File: config.mk
export PLATFORM = sky130hd
export DESIGN_NAME = irig_time_base_flywheel
export DESIGN_NICKNAME = d
export VERILOG_FILES = /design/src/irig_pkg.sv /design/src/time_code_decoder.sv /design/src/irig_time_base_flywheel.sv
export VERILOG_INCLUDE_DIRS = /design/src
export SDC_FILE = /design/constraint.sdc
export NUM_CORES = 1
export LEC_CHECK = 0
export ABC_AREA = 0
export BUFFER_PORTS_ARGS = -buffer_cell sky130_fd_sc_hd__buf_2
export CAP_MARGIN = 20
export CORE_UTILIZATION = 53
export CTS_BUF_LIST = sky130_fd_sc_hd__clkbuf_8
export DETAILED_ROUTE_END_ITERATION = 12
export PLACE_DENSITY = 0.76
export SYNTH_ARGS = -nofsm -noshare
export SYNTH_HDL_FRONTEND = slang
export SYNTH_SLANG_ARGS = --single-unit
File: constraint.sdc
create_clock -name clk_i -period 4.5 [get_ports clk_i]
set_input_delay 0.45 -clock clk_i [delete_from_list [all_inputs] [get_ports clk_i]]
set_output_delay 0.45 -clock clk_i [all_outputs]
set_load 0.01 [all_outputs]
File: src/irig_params.svh
// Purpose: named constants of the time-code time base
// Assumes: 50 MHz system clock
// Notes: times in their own unit, cycle counts derived where used
`ifndef IRIG_PARAMS_SVH
`define IRIG_PARAMS_SVH
`define CLK_MHZ 50
`define BASE_HZ 40000000
`define PPS_HIGH_MS 75
`define LOSS_MS 1500
`define US_PER_MS 1000
// symbol widths for the slow format, fast format is ten times shorter
`define W_MIN_US 1000
`define W_ZERO_US 3500
`define W_ONE_US 6500
`define W_MAX_US 9500
`define A_SCALE 10
`define MARK_PERIOD 7'd10
`define MARK_PHASE 7'd9
`define FRAME_LAST 7'd99
`define IDX_AFTER_REF 7'd1
`define DATA_LAST 41
`define P_SEC 1
`define P_MIN 10
`define P_HOUR 20
`define P_DAY 30
`define P_TENS 5
`define P_HUND 10
`define SEC_LAST 6'd59
`define MIN_LAST 6'd59
`define HOUR_LAST 5'd23
`define DAY_LAST 9'd366
`define DAY_FIRST 9'd1
`define NCO_INC_RST 32'hcccccccd
`define NCO_GAIN_SH 6
`define DIV_RST 22'h000014
`define DIV_MIN 32'h00000002
`define DIV_MAX 32'h001e8480
`define SYNC_HALF 22'h000002
`define REG_CTRL 5'h00
`define REG_DIV 5'h04
`define REG_STAT 5'h08
`define REG_TIME 5'h0c
`define REG_SEG 5'h10
`define REG_IST 5'h14
`define REG_IMASK 5'h18
`define CTRL_CODE_A 0
`define CTRL_AM 1
`define CTRL_ARM 2
`define CTRL_STOP 3
`define IRQ_SEC 0
`define IRQ_TIME 1
`define IRQ_LOSS 2
`define IRQ_RELOCK 3
`define IRQ_SEG 4
`define IRQ_START 5
`define IRQ_W 6
`endif

File: src/irig_pkg.sv
// Purpose: shared types of the time-code time base
// Assumes: nothing
// Notes: time of day is held in binary fields
`default_nettype none
package irig_pkg;
    typedef struct packed {
        logic [8:0] day;
        logic [4:0] hour;
        logic [5:0] min;
        logic [5:0] sec;
    } tod_t;
    typedef struct packed {
        logic code_a;
        logic am;
    } ctrl_t;
    typedef enum logic [2:0] {
        ST_UNLOCKED = 3'b001,
        ST_LOCKED = 3'b010,
        ST_HOLD = 3'b100
    } lock_state_t;
endpackage
`default_nettype wire

File: src/time_code_decoder.sv
// Purpose: pulse-width time-code decoder, second tick and time of day
// Assumes: code levels synchronous to clk_i
// Notes: tick comes one cycle after the on-time rising edge
`timescale 1ns/10ps
`default_nettype none
`include "irig_params.svh"
module time_code_decoder #(
    parameter int unsigned US_CYC = `CLK_MHZ
) (
    input wire logic clk_i,
    input wire logic rst_b_i,
    input wire irig_pkg::ctrl_t ctrl_i,
    input wire logic dc_level_i,
    input wire logic am_level_i,
    output logic tick_o,
    output logic frame_o,
    output irig_pkg::tod_t tod_o
);
    logic sig, sig_q, rise, fall, valid, mark, one, mpos;
    logic prev_mark_q, synced_q, err_q, armed_q, tick_q, frame_q;
    logic [31:0] width_q;
    logic [6:0] idx_q;
    logic [`DATA_LAST:0] data_q;

    function automatic logic [31:0] thr(input int unsigned us);
        thr = ctrl_i.code_a ? 32'(us * US_CYC / `A_SCALE) : 32'(us * US_CYC);
    endfunction

    function automatic logic [9:0] bcd(input logic [3:0] u, input logic [3:0] t,
                                       input logic [1:0] h);
        bcd = 10'(u) + 10'(t) * 10'd10 + 10'(h) * 10'd100;
    endfunction

    assign sig = ctrl_i.am ? am_level_i : dc_level_i;
    assign rise = sig & ~sig_q;
    assign fall = ~sig & sig_q;
    assign valid = (width_q >= thr(`W_MIN_US)) && (width_q < thr(`W_MAX_US));
    assign one = width_q >= thr(`W_ZERO_US);
    assign mark = width_q >= thr(`W_ONE_US);
    assign mpos = (idx_q % `MARK_PERIOD) == `MARK_PHASE;
    assign tick_o = tick_q;
    assign frame_o = frame_q;

    always_ff @(posedge clk_i or negedge rst_b_i) begin
        if (!rst_b_i) begin
            sig_q <= 1'b0;
            width_q <= '0;
        end else begin
            sig_q <= sig;
            if (rise) begin
                width_q <= 32'h1;
            end else if (sig && width_q != '1) begin
                width_q <= width_q + 32'h1;
            end
        end
    end

    // symbol position, sync on two markers in a row
    always_ff @(posedge clk_i or negedge rst_b_i) begin
        if (!rst_b_i) begin
            prev_mark_q <= 1'b0;
            synced_q <= 1'b0;
            err_q <= 1'b0;
            idx_q <= '0;
            data_q <= '0;
        end else if (fall) begin
            prev_mark_q <= valid & mark;
            if (!valid) begin
                synced_q <= 1'b0;
            end else if (mark && prev_mark_q) begin
                idx_q <= `IDX_AFTER_REF;
                synced_q <= 1'b1;
                err_q <= 1'b0;
            end else begin
                if (mark != mpos) begin
                    err_q <= 1'b1;
                end
                if (!mark && idx_q <= 7'(`DATA_LAST)) begin
                    data_q[idx_q[5:0]] <= one;
                end
                if (idx_q != `FRAME_LAST) begin
                    idx_q <= idx_q + 7'd1;
                end
            end
        end
    end

    // message ends before the next on-time edge
    always_ff @(posedge clk_i or negedge rst_b_i) begin
        if (!rst_b_i) begin
            frame_q <= 1'b0;
            tod_o <= '0;
        end else begin
            frame_q <= fall && valid && mark && !prev_mark_q && synced_q && !err_q
                       && idx_q == `FRAME_LAST;
            if (fall && valid && mark && !prev_mark_q && synced_q && !err_q
                && idx_q == `FRAME_LAST) begin
                tod_o.sec <= 6'(bcd(data_q[`P_SEC +: 4],
                    {1'b0, data_q[`P_SEC + `P_TENS +: 3]}, 2'b00));
                tod_o.min <= 6'(bcd(data_q[`P_MIN +: 4],
                    {1'b0, data_q[`P_MIN + `P_TENS +: 3]}, 2'b00));
                tod_o.hour <= 5'(bcd(data_q[`P_HOUR +: 4],
                    {2'b00, data_q[`P_HOUR + `P_TENS +: 2]}, 2'b00));
                tod_o.day <= 9'(bcd(data_q[`P_DAY +: 4], data_q[`P_DAY + `P_TENS +: 4],
                    data_q[`P_DAY + `P_HUND +: 2]));
            end
        end
    end

    // one tick per boundary after a good frame
    always_ff @(posedge clk_i or negedge rst_b_i) begin
        if (!rst_b_i) begin
            armed_q <= 1'b0;
            tick_q <= 1'b0;
        end else begin
            tick_q <= rise && armed_q;
            if (frame_q) begin
                armed_q <= 1'b1;
            end else if (rise || (fall && !valid)) begin
                armed_q <= 1'b0;
            end
        end
    end
endmodule
`default_nettype wire

File: src/irig_time_base_flywheel.sv
// Purpose: disciplined time base, sample clocks, flywheel and segments
// Assumes: synchronous inputs, single 50 MHz clock
// Notes: base clock is an NCO at 40 MHz mean tick rate
`timescale 1ns/10ps
`default_nettype none
`include "irig_params.svh"
module irig_time_base_flywheel #(
    parameter int unsigned US_CYC = `CLK_MHZ,
    parameter int unsigned PPS_HIGH_CYC = `PPS_HIGH_MS * `US_PER_MS * `CLK_MHZ,
    parameter int unsigned LOSS_CYC = `LOSS_MS * `US_PER_MS * `CLK_MHZ,
    parameter int unsigned BASE_HZ = `BASE_HZ
) (
    input wire logic clk_i,
    input wire logic rst_b_i,
    input wire logic dc_level_i,
    input wire logic am_level_i,
    input wire logic [4:0] addr_i,
    input wire logic [31:0] wdata_i,
    input wire logic wr_i,
    input wire logic rd_i,
    output logic [31:0] rdata_o,
    output logic pps_o,
    output logic sclk_o,
    output logic sync_clk_o,
    output logic acq_run_o,
    output logic seg_break_o,
    output logic seg_lost_o,
    output logic locked_o,
    output logic holdover_o,
    output logic irq_o
);
    irig_pkg::ctrl_t ctrl_q;
    irig_pkg::lock_state_t state_q;
    irig_pkg::tod_t tod_q, dec_tod;
    logic dec_tick, dec_frame, have_time_q, have_ref_q, arm_q, run_q;
    logic base_tick, sec_ev, local_tick, jump, relock, loss, brk;
    logic [32:0] nco_sum;
    logic signed [32:0] err_s;
    logic [31:0] nco_acc_q, nco_inc_q, base_cnt_q, loss_q, pps_cnt_q, rdata_q;
    logic [21:0] div_half_q, scnt_q, ycnt_q;
    logic sclk_q, yclk_q, pps_q, seg_break_q, seg_lost_q;
    logic [15:0] seg_cnt_q;
    logic [`IRQ_W-1:0] ist_q, imask_q, ev;

    function automatic logic hit(input logic [4:0] a);
        hit = addr_i == a;
    endfunction

    function automatic irig_pkg::tod_t adv(input irig_pkg::tod_t t);
        adv = t;
        if (t.sec != `SEC_LAST) begin
            adv.sec = t.sec + 6'd1;
        end else begin
            adv.sec = '0;
            if (t.min != `MIN_LAST) begin
                adv.min = t.min + 6'd1;
            end else begin
                adv.min = '0;
                if (t.hour != `HOUR_LAST) begin
                    adv.hour = t.hour + 5'd1;
                end else begin
                    adv.hour = '0;
                    adv.day = (t.day == `DAY_LAST) ? `DAY_FIRST : t.day + 9'd1;
                end
            end
        end
    endfunction

    time_code_decoder #(
        .US_CYC(US_CYC)
    ) u_dec (
        .clk_i(clk_i),
        .rst_b_i(rst_b_i),
        .ctrl_i(ctrl_q),
        .dc_level_i(dc_level_i),
        .am_level_i(am_level_i),
        .tick_o(dec_tick),
        .frame_o(dec_frame),
        .tod_o(dec_tod)
    );

    assign nco_sum = {1'b0, nco_acc_q} + {1'b0, nco_inc_q};
    assign base_tick = nco_sum[32];
    assign err_s = $signed({1'b0, 32'(BASE_HZ)}) - $signed({1'b0, base_cnt_q});
    // local second from the base count
    // count may already be past a full second on entry to holdover
    assign local_tick = state_q == irig_pkg::ST_HOLD && base_tick
                        && base_cnt_q >= 32'(BASE_HZ - 1);
    // decoder ticks count only once locked
    assign sec_ev = (state_q == irig_pkg::ST_LOCKED && dec_tick) || local_tick;
    assign loss = state_q == irig_pkg::ST_LOCKED && loss_q == 32'(LOSS_CYC);
    assign relock = state_q == irig_pkg::ST_HOLD && dec_frame;
    // frame must be one second after the last
    assign jump = state_q == irig_pkg::ST_LOCKED && dec_frame && have_time_q
                  && dec_tod != adv(tod_q);
    assign brk = run_q && (jump || relock);
    assign pps_o = pps_q;
    assign sclk_o = sclk_q;
    assign sync_clk_o = yclk_q;
    assign acq_run_o = run_q;
    assign seg_break_o = seg_break_q;
    assign seg_lost_o = seg_lost_q;
    assign locked_o = state_q == irig_pkg::ST_LOCKED;
    assign holdover_o = state_q == irig_pkg::ST_HOLD;
    assign rdata_o = rdata_q;
    assign irq_o = |(ist_q & imask_q);

    // relock on a returning valid frame
    always_ff @(posedge clk_i or negedge rst_b_i) begin
        if (!rst_b_i) begin
            state_q <= irig_pkg::ST_UNLOCKED;
        end else begin
            case (state_q)
                irig_pkg::ST_UNLOCKED: begin
                    if (dec_frame) begin
                        state_q <= irig_pkg::ST_LOCKED;
                    end
                end
                irig_pkg::ST_LOCKED: begin
                    if (loss) begin
                        state_q <= irig_pkg::ST_HOLD;
                    end
                end
                irig_pkg::ST_HOLD: begin
                    if (dec_frame) begin
                        state_q <= irig_pkg::ST_LOCKED;
                    end
                end
                default: begin
                    state_q <= irig_pkg::ST_UNLOCKED;
                end
            endcase
        end
    end

    always_ff @(posedge clk_i or negedge rst_b_i) begin
        if (!rst_b_i) begin
            loss_q <= '0;
        end else if (dec_tick || dec_frame) begin
            loss_q <= '0;
        end else if (loss_q != 32'(LOSS_CYC)) begin
            loss_q <= loss_q + 32'h1;
        end
    end

    always_ff @(posedge clk_i or negedge rst_b_i) begin
        if (!rst_b_i) begin
            tod_q <= '0;
            have_time_q <= 1'b0;
        end else if (dec_frame) begin
            tod_q <= dec_tod;
            have_time_q <= 1'b1;
        end else if (local_tick) begin
            tod_q <= adv(tod_q);
        end
    end

    // phase reset each second, frequency trim on locked decoder ticks
    always_ff @(posedge clk_i or negedge rst_b_i) begin
        if (!rst_b_i) begin
            nco_acc_q <= '0;
            base_cnt_q <= '0;
            nco_inc_q <= `NCO_INC_RST;
            have_ref_q <= 1'b0;
        end else begin
            if (sec_ev) begin
                nco_acc_q <= '0;
                base_cnt_q <= '0;
            end else begin
                nco_acc_q <= nco_sum[31:0];
                if (base_tick) begin
                    base_cnt_q <= base_cnt_q + 32'h1;
                end
            end
            if (state_q == irig_pkg::ST_LOCKED && dec_tick) begin
                if (have_ref_q) begin
                    nco_inc_q <= nco_inc_q + 32'(err_s <<< `NCO_GAIN_SH);
                end
                have_ref_q <= 1'b1;
            end else if (state_q != irig_pkg::ST_LOCKED) begin
                have_ref_q <= 1'b0;
            end
        end
    end

    always_ff @(posedge clk_i or negedge rst_b_i) begin
        if (!rst_b_i) begin
            pps_cnt_q <= '0;
            pps_q <= 1'b0;
        end else begin
            pps_q <= sec_ev || pps_cnt_q > 32'h1;
            if (sec_ev) begin
                pps_cnt_q <= 32'(PPS_HIGH_CYC);
            end else if (pps_cnt_q != '0) begin
                pps_cnt_q <= pps_cnt_q - 32'h1;
            end
        end
    end

    // sample divider, rise on the second
    always_ff @(posedge clk_i or negedge rst_b_i) begin
        if (!rst_b_i) begin
            scnt_q <= '0;
            sclk_q <= 1'b0;
        end else if (sec_ev) begin
            scnt_q <= '0;
            sclk_q <= 1'b1;
        end else if (base_tick) begin
            if (scnt_q == div_half_q - 22'd1) begin
                scnt_q <= '0;
                sclk_q <= ~sclk_q;
            end else begin
                scnt_q <= scnt_q + 22'd1;
            end
        end
    end

    always_ff @(posedge clk_i or negedge rst_b_i) begin
        if (!rst_b_i) begin
            ycnt_q <= '0;
            yclk_q <= 1'b0;
        end else if (sec_ev) begin
            ycnt_q <= '0;
            yclk_q <= 1'b1;
        end else if (base_tick) begin
            if (ycnt_q == `SYNC_HALF - 22'd1) begin
                ycnt_q <= '0;
                yclk_q <= ~yclk_q;
            end else begin
                ycnt_q <= ycnt_q + 22'd1;
            end
        end
    end

    // start only on a second boundary
    always_ff @(posedge clk_i or negedge rst_b_i) begin
        if (!rst_b_i) begin
            arm_q <= 1'b0;
            run_q <= 1'b0;
        end else if (wr_i && hit(`REG_CTRL) && wdata_i[`CTRL_STOP]) begin
            arm_q <= 1'b0;
            run_q <= 1'b0;
        end else if (wr_i && hit(`REG_CTRL) && wdata_i[`CTRL_ARM]) begin
            arm_q <= 1'b1;
        end else if (sec_ev && arm_q) begin
            arm_q <= 1'b0;
            run_q <= 1'b1;
        end
    end

    // break on relock, break on jump
    always_ff @(posedge clk_i or negedge rst_b_i) begin
        if (!rst_b_i) begin
            seg_break_q <= 1'b0;
            seg_lost_q <= 1'b0;
            seg_cnt_q <= '0;
        end else begin
            seg_break_q <= brk;
            if (brk) begin
                seg_cnt_q <= seg_cnt_q + 16'd1;
                seg_lost_q <= relock;
            end
        end
    end

    always_ff @(posedge clk_i or negedge rst_b_i) begin
        if (!rst_b_i) begin
            ctrl_q <= '0;
            div_half_q <= `DIV_RST;
            imask_q <= '0;
        end else if (wr_i) begin
            if (hit(`REG_CTRL)) begin
                ctrl_q.code_a <= wdata_i[`CTRL_CODE_A];
                ctrl_q.am <= wdata_i[`CTRL_AM];
            end else if (hit(`REG_DIV)) begin
                div_half_q <= 22'(wdata_i < `DIV_MIN ? `DIV_MIN :
                                  wdata_i > `DIV_MAX ? `DIV_MAX : wdata_i);
            end else if (hit(`REG_IMASK)) begin
                imask_q <= wdata_i[`IRQ_W-1:0];
            end
        end
    end

    always_comb begin
        ev = '0;
        ev[`IRQ_SEC] = sec_ev;
        ev[`IRQ_TIME] = dec_frame;
        ev[`IRQ_LOSS] = loss;
        ev[`IRQ_RELOCK] = relock;
        ev[`IRQ_SEG] = brk;
        ev[`IRQ_START] = sec_ev && arm_q;
    end

    // events win over a write-one clear
    always_ff @(posedge clk_i or negedge rst_b_i) begin
        if (!rst_b_i) begin
            ist_q <= '0;
        end else if (wr_i && hit(`REG_IST)) begin
            ist_q <= (ist_q & ~wdata_i[`IRQ_W-1:0]) | ev;
        end else begin
            ist_q <= ist_q | ev;
        end
    end

    always_ff @(posedge clk_i or negedge rst_b_i) begin
        if (!rst_b_i) begin
            rdata_q <= '0;
        end else if (!rd_i) begin
            rdata_q <= '0;
        end else if (hit(`REG_CTRL)) begin
            rdata_q <= {29'h0, arm_q, ctrl_q.am, ctrl_q.code_a};
        end else if (hit(`REG_DIV)) begin
            rdata_q <= {10'h0, div_half_q};
        end else if (hit(`REG_STAT)) begin
            rdata_q <= {27'h0, have_time_q, seg_lost_q, run_q, holdover_o, locked_o};
        end else if (hit(`REG_TIME)) begin
            rdata_q <= {6'h0, tod_q};
        end else if (hit(`REG_SEG)) begin
            rdata_q <= {16'h0, seg_cnt_q};
        end else if (hit(`REG_IST)) begin
            rdata_q <= {26'h0, ist_q};
        end else if (hit(`REG_IMASK)) begin
            rdata_q <= {26'h0, imask_q};
        end else begin
            rdata_q <= '0;
        end
    end
endmodule
`default_nettype wire

==> flow_summary.yaml, run 1 <==
die:
  die_height_microns: 225
  core_sq_mm: 0.0491
  chipWidth_microns: 225
  dieArea_sq_mm: 0.0507
  num_rows: 81
  ios: 84
  start_util: 0.538
yosys:
  postSynth.asyncResetShare: 1.00
  ys_ff_latch: 416
  yosysTopAreaCell: "dfrtp_1"
  synthFlopType: "dfrtp_1"
  synth_cell_types: 96
  synth-edff-count: 0
  synth_top_area_share: 0.378
  mappedNetlistArea_sq_mm: 0.0264
  netlist_instances: 2948
  yosys_warnings: 0
  yosys-top-cells-area: "dfrtp_1, ha_1, xor2_1"
  seq_area_frac_synth: 0.395
  syn_avg_cell_area_sq_um: 8.96
layout:
  fin_nets: 3189
  fillers: 4281
  finalNonFillerCells: 3724
  fin_util: 0.589
  syn2layout_area_growth_pct: 9.52
  drive_gt1_frac: 0.113
worst_setup_path:
  crit_buf_inv: 0
  crit_type: "reg2reg"
  startpoint_type: "register"
  crit_chain: "or4_1 > o31ai_2 > and2_1 > o21bai_1 > a21oi_1 > xnor2_1 > ha_1 > nand2_1 > a211o_1 > o211a_1 > o31a_1 > a2111oi_1 > o21ai_0 > a21oi_1 > xor2_1"
  max_stage_delay_ns: 0.60
  crit_path_end_kind: "register"
  crit_family: "compound AO/OA/AOI/OAI gates"
  cpMostUsedCell: "a21oi_1"
  cp.required_ns: 5.06
  critPathSlowestCell: "or4_1"
  cp.arrival_ns: 4.80
  worstPathMaxFanout: 6
power:
  power.switching_mw: 2.03
  switching_share: 0.255
  power_frac_comb: 0.072
  finalPower_mw: 7.93
  p_leak_nw: 13.6
  powerDensity_mw_per_mm2: 274
  p_seq_frac: 0.489
  ir_drop_v: 0.000248
  p_int_mw: 5.91
  clock_power_share: 0.439
routing:
  wl_per_cell_microns: 17.8
  ant_nets: 0
  routed_wl_microns: 66400
  drc_errors: 0
  vias_per_cell: 6.06
  dr.pass1.iters: 5
  vias: 22600
  drt_iter0_drc: 1852
timing:
  rsz0062_at_grt: "false"
  post-route-period-util: 0.941
  worstMarginPinSlew_ns: 1.07
  fin_crit_ns: 4.24
  drv_slew: 0
  setup_viol: 0
  fin_skew_ns: 0.0286
  fmax_mhz: 236
  hold_violations: 0
  slew_headroom: 0.282
  tns_ns: 0
placement:
  dp_hpwl_microns: 47600
  gp_congestion: 0.906
  dp_cells: 3592
  portBuffers: 77
global_route:
  grt_max_degree: 112
  grt_use_total: 0.263
  grt_pass1_wl_microns: 109000
  overflow: 0
  grt_pass1_vias: 21900
  antenna_found_initial: 2
run_status:
  status: "completed"
run:
  maxCapViolations: 0
clock_tree:
  cts_tree: "done"
  clk_pin_slew_ns: 0.06
  clock_sinks: 416
  ctsHtreeMaxLevel: 3
  numCtsBuffers: 74
  root_buffer: "clkbuf_8"
  clk_path_buf_depth: 3
  insertion_delay_ns: 0.66
worst_hold_path:
  hold_class: "in2reg"
through the flow:
| step | worst slack (ns) | instance area, sq um | hold WS [ns] |
|---|---|---|---|
| 3_5_place_dp | 0.186 | 27400 | 0.456 |
| 5_1_grt | 0.0821 | 28900 | 0.00894 |
| 6_report | 0.264 | 28900 | 0.0450 |
| 2_1_floorplan | 0.551 | 26400 | 0.154 |
| 4_1_cts | 0.138 | 28900 | 0.000946 |
| 3_3_place_gp | 0.261 | 27400 | 0.460 |
worst paths after layout:
check | start | endpoint | slack [ns] | cells past startpoint
hold / removal | wdata_i[6] | div_half_q[6] | 0.05 | 2
min in group asynchronous | rst_b_i | pps_cnt_q[10] | 0.39 | 2
max in group asynchronous | rst_b_i | nco_inc_q[12] | 2.86 | 3
setup / recovery | base_cnt_q[4] | nco_inc_q[31] | 0.26 | 15
hold reg to reg | u_dec.data_q[20] | u_dec.tod_o[12] | 0.46 | 2
setup reg to reg | base_cnt_q[4] | nco_inc_q[31] | 0.26 | 15
registers in the layout (all words and copies together) (netlist names), 22 cells and up:
register,flops
base_cnt_q,32
loss_q,32
nco_acc_q,32
pps_cnt_q,32
u_dec.width_q,32
u_dec.data_q,30
nco_inc_q,26
rdata_o,26
tod_q,26
u_dec.tod_o,26
div_half_q,22
scnt_q,22
ycnt_q,22
Yosys cell counts (28+ instances only):
library cell and count:
clkbuf_1 116, or3_1 36, ha_1 129, o21ai_0 174, xor2_1 138, and2_1 39
xnor2_1 116, mux2_2 52, nor2b_1 28, nor2_1 289, nand4_1 45, a22oi_1 28
nand3_1 103, a21o_1 34, inv_1 81, dfrtp_1 399, nand2_1 313, nor4_1 47
and3_1 73, nor3_1 94, a22o_1 32, a21oi_1 140
area by class of cell:
| type | instances | area (sq um) | area share |
|---|---|---|---|
| repair buffers | 130 | 818 | 0.0283 |
| inverters | 83 | 312 | 0.0108 |
| clock buffers | 86 | 1180 | 0.0409 |
| clock inverters | 40 | 254 | 0.00878 |
| multi-input cells | 2304 | 15100 | 0.522 |
| well taps | 664 | 831 | 0.0287 |
| diodes | 1 | 2.50 | 0.0000865 |
| flip-flops and latches | 416 | 10400 | 0.361 |
cell families after synthesis:
kind of cell    share of synthesized area
compound gates                      0.155
flops                               0.395
fa+ha+maj                          0.0672
buf+inv                            0.0364
simple gates                        0.232
mux                                0.0298
xor+xnor                           0.0843
other cells                      0.000142
power groups by stage:
stage / Combinational (mW) / Clock (mW) / Sequential [mW]
3_3_place_gp: 0.543 / 0 / 3.94
6_report: 0.570 / 3.48 / 3.88
4_1_cts: 0.572 / 3.58 / 3.88
3_5_place_dp: 0.566 / 0 / 3.94
2_1_floorplan: 0.343 / 0 / 3.91
5_1_grt: 0.635 / 3.74 / 3.89
metal layers:
layer | part of all wire | global-route usage | up-vias | routed length, microns
met3 | 0.051 | 0.0428 | 143 | 3410
met2 | 0.48 | 0.438 | 641 | 31900
met4 | 0.030 | 0.0961 | 0 | 2000
met1 | 0.44 | 0.346 | 11100 | 29200
li1 | - | - | 10700 | -
met5 | 0 | 0 | - | 0
repair_timing:
| action | CTS | global route |
|---|---|---|
| endpoints found under the hold margin | 93 | 0 |
| hold buffers | 3 | 0 |
| gates resized for setup | 0 | 4 |
| buffers inserted | 0 | 0 |
| endpoints found under the setup margin | 0 | 12 |
placed cells by master (no fill, tap or decap), types with 39 or more instances in the layout:
cell type  synthesis  final
mux2_2            52     52
nand2_1          313    312
buf_2             16     78
nand4_1           45     45
dfrtp_1          399    398
xor2_1           138    138
ha_1             129    129
inv_1             81    104
o21ai_0          174    174
xnor2_1          116    116
nor4_1            47     47
and2_1            39     39
clkbuf_8           0     86
buf_4             11     44
a21oi_1          140    139
and3_1            73     73
nor2_1           289    288
nor3_1            94     93
nand3_1          103    103
Power figures use the tool's default switching activity.
==> run 2, diff against run 1 <==
--- a/config.mk
+++ b/config.mk
@@ -6,7 +6,7 @@
 export SDC_FILE = /design/constraint.sdc
 export NUM_CORES = 1
 export LEC_CHECK = 0
-export ABC_AREA = 0
+export ABC_AREA = 1
 export BUFFER_PORTS_ARGS = -buffer_cell sky130_fd_sc_hd__buf_2
 export CAP_MARGIN = 20
 export CORE_UTILIZATION = 53
==> run 2 against run 1 <==
Net effect: clock-buffer cell count is 9 higher; hold slack better by 0.021 ns; clock power increased by 7.5%; core utilization hardly changed; largest power group unchanged; worst setup slack improved by 0.45 ns; synthesized cell count increased by 35%; design area increased by 8.0%; sequential share of layout area fell by 2.7 points; synthesized area rose by 8.4%; clock skew decreased by 0.0034 ns; final cell count rose by 29%.
==> flow_summary.yaml, run 2 <==
worst_hold_path:
  hold_class: "in2reg"
yosys:
  syn_avg_cell_area_sq_um: 7.21
  synth_top_area_share: 0.349
  yosys_warnings: 0
  mappedNetlistArea_sq_mm: 0.0286
  synth-compound-area-share: 0.112
  synth_fa_ha_area_frac: 0.0620
  synthFlopType: "dfrtp_1"
  yosys-top-cells-area: "dfrtp_1, nand2_1, inv_1"
  synth-xor-area-share: 0.0585
  synthMuxAreaShare: 0
  synth_cell_types: 66
  postSynth.asyncResetShare: 1.00
  seq_area_frac_synth: 0.365
  synthSimpleGateAreaFrac: 0.315
  post-synth-top-count-cell: "nand2_1"
  yosysTopAreaCell: "dfrtp_1"
  ys_ff_latch: 416
  synthTopCellsByCount: "nand2_1, inv_1, nor2_1, dfrtp_1, nand3_1"
  netlist_instances: 3969
  synth-edff-count: 0
  synth_top_family_by_area: "simple AND/OR/NAND/NOR gates"
timing:
  setup_viol: 0
  drv_slew: 0
  tns_ns: 0
  rsz0062_at_grt: "false"
  hold_slack_ns: 0.0663
  hold_violations: 0
  fin_skew_ns: 0.0252
  slew_headroom: 0.300
  fin_crit_ns: 3.78
  fmax_mhz: 264
  post-route-period-util: 0.841
  worstMarginPinSlew_ns: 1.05
  fin_ws_ns: 0.715
clock_tree:
  cts-resized-gates: 0
  hold_buffers: 1
  clock_sinks: 416
  clk_pin_slew_ns: 0.06
  clk_path_buf_depth: 3
  insertion_delay_ns: 0.66
  root_buffer: "clkbuf_8"
  ctsHtreeMaxLevel: 3
  numCtsBuffers: 77
  post_cts_buffers: 0
  cts_tree: "done"
layout:
  final_common_cell: "nand2_1"
  final_cell_mix: "nand2_1, inv_1, nor2_1"
  fin_util: 0.589
  fillers: 4913
  syn2layout_area_growth_pct: 9.12
  fin_nets: 4226
  regArea_sq_mm: 0.0104
  drive_gt1_frac: 0.0759
  multiInputGateArea_sq_mm: 0.0157
global_route:
  antenna_found_initial: 1
  grt_use_total: 0.267
  grt_max_degree: 99
  overflow: 0
  grt_pass1_vias: 24500
  grt_pass1_wl_microns: 120000
worst_setup_path:
  cp.arrival_ns: 4.37
  cp-endpoint: "nco_inc_q[31]"
  ff2ff_path_depth: 19
  crit_path_end_kind: "register"
  startpoint: "base_cnt_q[0]"
  cpMostUsedCell: "nand3_1"
  crit_family: "simple AND/OR/NAND/NOR gates"
  rr_endpoint: "nco_inc_q[31]"
  worstPathMaxFanout: 6
  cp.required_ns: 5.08
  crit_type: "reg2reg"
  r2r_start: "base_cnt_q[0]"
  crit_chain: "inv_1 > nand3_1 > nor3_1 > nand2_1 > nor2_1 > a21oi_1 > inv_1 > nand2_1 > a211oi_1 > nor2_1 > xor2_1 > ha_1 > inv_1 > nor3_1 > nand4_1 > nand3_1 > nand3_1 > nand3_1 > xor2_1"
  crit_buf_inv: 3
  max_stage_delay_ns: 0.41
  cp.depth: 19
  critPathSlowestCell: "dfrtp_1"
  startpoint_type: "register"
  r2r_slack_ns: 0.72
die:
  dieArea_sq_mm: 0.0549
  num_rows: 84
  start_util: 0.540
  core_sq_mm: 0.0530
  chipWidth_microns: 234
  die_height_microns: 234
  ios: 84
routing:
  wl_per_cell_microns: 15.1
  ant_nets: 0
  vias_per_cell: 5.48
  drt_iter0_drc: 2324
  dr.pass1.iters: 5
  vias: 26200
  drc_errors: 0
  routed_wl_microns: 72500
power:
  powerDensity_mw_per_mm2: 279
  ir_drop_v: 0.000194
  p_leak_nw: 15.3
placement:
  portBuffers: 77
  gp_congestion: 0.955
  preCtsSetupSlack_ns: 0.735
  dp_hpwl_microns: 53100
run_status:
  status: "completed"
run:
  maxCapViolations: 0
[run 2: worst min-delay path by stage]
stage | startpoint | end | slack [ns] | depth (start not counted)
2_1_floorplan | rst_b_i | acq_run_o | 0.15 | 0
3_3_place_gp | nco_acc_q[0] | nco_acc_q[0] | 0.45 | 1
3_5_place_dp | nco_acc_q[0] | nco_acc_q[0] | 0.47 | 1
5_1_grt | wdata_i[0] | ctrl_q[1] | 0.04 | 3
6_report | wdata_i[19] | div_half_q[19] | 0.07 | 3
4_1_cts | wdata_i[0] | ctrl_q[1] | 0.002 | 3
[run 2: stage by stage]
step	total power [mW]	area, sq um	cells
after floorplan	4.66	28600	3974
after global placement	5.00	29600	4653
after detailed placement	5.02	29600	4653
after CTS	8.80	31200	4787
after global routing	9.08	31200	4789
final	8.70	31200	4790
[run 2: area by class of cell]
cell class              instances  share of cell area
diodes                          2            0.000160
multi-input cells            2922               0.503
repair buffers                107              0.0226
flip-flops and latches        416               0.334
clock inverters                38             0.00806
inverters                     522              0.0628
well taps                     688              0.0276
clock buffers                  95              0.0419
[run 2: report_power, final]
| group | switching [mW] | total [mW] | internal [mW] |
|---|---|---|---|
| sequential | 0.172 | 4.05 | 3.88 |
| combinational | 0.618 | 0.910 | 0.291 |
| clock | 1.67 | 3.74 | 2.07 |
[run 2: kinds of logic (layout without fill, tap and decap cells)]
group,after synthesis,in the layout
other,1,8
buffers and inverters,636,762
DFF,416,416
and+or+nand+nor,2026,2026
AOI/OAI and AO/OA,562,562
xor gates and xnor gates,191,191
adders and majority gates,137,137
[run 2: metal layers]
metal,global-route usage,vias to the layer above,routed length [microns]
met1,0.381,12100,34100
met5,0,-,0
met3,0.0413,137,4000
met4,0.0810,0,1740
met2,0.414,736,32600
li1,-,13300,-
[run 2: worst min-delay path, delay by kind of cell]
kind            cells  cell delay (ns)
simple gates        1             0.06
compound gates      1             0.09
buf+inv             1             0.09
==> run 3, diff against run 2 <==
==> constraint.sdc (replaced) <==
create_clock -name clk_i -period 3.5 [get_ports clk_i]
set_input_delay 0.35 -clock clk_i [delete_from_list [all_inputs] [get_ports clk_i]]
set_output_delay 0.35 -clock clk_i [all_outputs]
set_load 0.01 [all_outputs]
==> run 3 against run 2 <==
Net effect: non-clock buffer count increased by 47; core utilization is 1.1 points higher; power increased by 28%; worst setup slack got worse by 0.54 ns; combinational power rose by 32%.
==> flow_summary.yaml, run 3 (synthesized netlist as in run 2, its figures left out) <==
run_status:
  status: "completed"
layout:
  fin_nets: 4271
  syn2layout_area_growth_pct: 11.1
  final_common_cell: "nand2_1"
  fin_util: 0.600
  final_cell_mix: "nand2_1, inv_1, nor2_1"
  drive_gt1_frac: 0.0907
timing:
  setup_viol: 0
  drv_slew: 0
  fmax_mhz: 301
  worstMarginPinSlew_ns: 0.972
  fin_skew_ns: 0.0266
  fin_crit_ns: 3.32
  fin_ws_ns: 0.179
  post-route-period-util: 0.949
  slew_headroom: 0.347
  hold_slack_ns: 0.0602
  hold_violations: 0
  rsz0062_at_grt: "true"
power:
  clock_power_share: 0.424
  power.switching_mw: 3.16
  powerDensity_mw_per_mm2: 349
  p_int_mw: 7.95
  ir_drop_v: 0.000300
  switching_share: 0.284
  power_frac_comb: 0.108
  finalPower_mw: 11.1
  p_leak_nw: 15.5
  p_seq_frac: 0.468
die:
  core_sq_mm: 0.0530
  ios: 84
  num_rows: 84
  die_height_microns: 234
  start_util: 0.540
  dieArea_sq_mm: 0.0549
  chipWidth_microns: 234
worst_setup_path:
  startpoint_type: "register"
  crit_path_end_kind: "register"
  crit_family: "simple AND/OR/NAND/NOR gates"
  worstPathMaxFanout: 6
  crit_chain: "inv_2 > nand3_2 > nor3_2 > nand2_1 > nor2_1 > buf_4 > nand2_1 > xor2_1 > ha_1 > nand2_1 > nand2_1 > a31oi_1 > nand3_1 > a21oi_2 > o21ai_0 > nand2_1 > nand2_1 > or2_2 > nand3_1 > nand2_1"
  cp.arrival_ns: 3.87
  critPathSlowestCell: "dfrtp_1"
  cp.required_ns: 4.05
  crit_buf_inv: 2
  crit_type: "reg2reg"
  max_stage_delay_ns: 0.41
  cpMostUsedCell: "nand2_1"
global_route:
  grt_pass1_vias: 25100
  grt_use_total: 0.271
  grt_max_degree: 89
  antenna_found_initial: 2
  overflow: 0
  grt_pass1_wl_microns: 122000
run:
  maxCapViolations: 0
clock_tree:
  insertion_delay_ns: 0.67
  cts_tree: "done"
  clock_sinks: 416
  ctsHtreeMaxLevel: 3
  clk_path_buf_depth: 3
  root_buffer: "clkbuf_8"
  clk_pin_slew_ns: 0.06
  numCtsBuffers: 75
placement:
  preCtsSetupSlack_ns: -0.150
  gp_congestion: 0.988
  dp_hpwl_microns: 53600
  portBuffers: 77
routing:
  vias: 26700
  drt_iter0_drc: 2273
  wl_per_cell_microns: 15.2
  drc_errors: 0
  ant_nets: 0
  dr.pass1.iters: 5
  routed_wl_microns: 73500
  vias_per_cell: 5.52
worst_hold_path:
  hold_class: "in2reg"
run 3: changes by cell type in the layout (fill, tap and decap cells not counted), sizes merged:
cell	delta
buf	+30
dlygate4sd3	+17
inv	-3
clkinv	+2
bufinv	-1
clkbuf	-1
clkinvlp	+1
run 3: tightest hold or removal path, delay by kind of cell:
family,cells,cell delay [ns]
buffers and inverters,2,0.25
AO/OA/AOI/OAI,1,0.11
run 3: power by group through the flow:
| stage | logic (mW) | clock network [mW] | registers (mW) |
|---|---|---|---|
| 2_1_floorplan | 0.779 | 0 | 5.21 |
| 3_3_place_gp | 1.15 | 0 | 5.27 |
| 3_5_place_dp | 1.17 | 0 | 5.27 |
| 4_1_cts | 1.19 | 4.83 | 5.19 |
| 5_1_grt | 1.36 | 5.01 | 5.22 |
| 6_report | 1.20 | 4.71 | 5.20 |
run 3: worst paths after layout:
check	start	to	slack, ns	depth (start not counted)
hold / removal	wdata_i[4]	div_half_q[4]	0.06	3
max in group asynchronous	rst_b_i	u_dec.data_q[37]	2.28	3
setup reg to reg	base_cnt_q[1]	nco_inc_q[24]	0.18	20
setup / recovery	base_cnt_q[1]	nco_inc_q[24]	0.18	20
hold reg to reg	u_dec.data_q[10]	u_dec.data_q[10]	0.47	2
min in group asynchronous	rst_b_i	nco_acc_q[25]	0.27	2
run 3: what timing repair did:
item,4_1_cts,5_1_grt
buffers inserted,0,7
resized for setup,2,40
hold buffers,18,0
gates cloned,0,0
endpoints found under the hold margin,71,0
pin swaps,1,20
endpoints found under the setup margin,3,13
run 3: per-layer routing:
| layer | part of all wire | GRT usage | up-vias |
|---|---|---|---|
| met1 | 0.46 | 0.384 | 12400 |
| met3 | 0.062 | 0.0477 | 161 |
| met4 | 0.026 | 0.0819 | 4 |
| met2 | 0.45 | 0.421 | 780 |
| li1 | - | - | 13400 |
| met5 | 0.00037 | 0 | - |
run 3: final cells by class:
type,count,area (sq um)
clock buffers,94,1290
clock inverters,37,225
inverters,522,1960
fillers,4851,21200
repair buffers,154,1150
well taps,688,861
diodes,2,5.00
multi-input cells,2922,15900
flip-flops and latches,416,10400
run 3: stage by stage:
step / cells / area [sq um] / setup TNS, ns
3_3_place_gp: 4676 / 29800 / -0.0357
4_1_cts: 4825 / 31500 / 0
6_report: 4835 / 31800 / 0
2_1_floorplan: 3974 / 28600 / 0
3_5_place_dp: 4676 / 29800 / -0.243
5_1_grt: 4833 / 31800 / -0.455
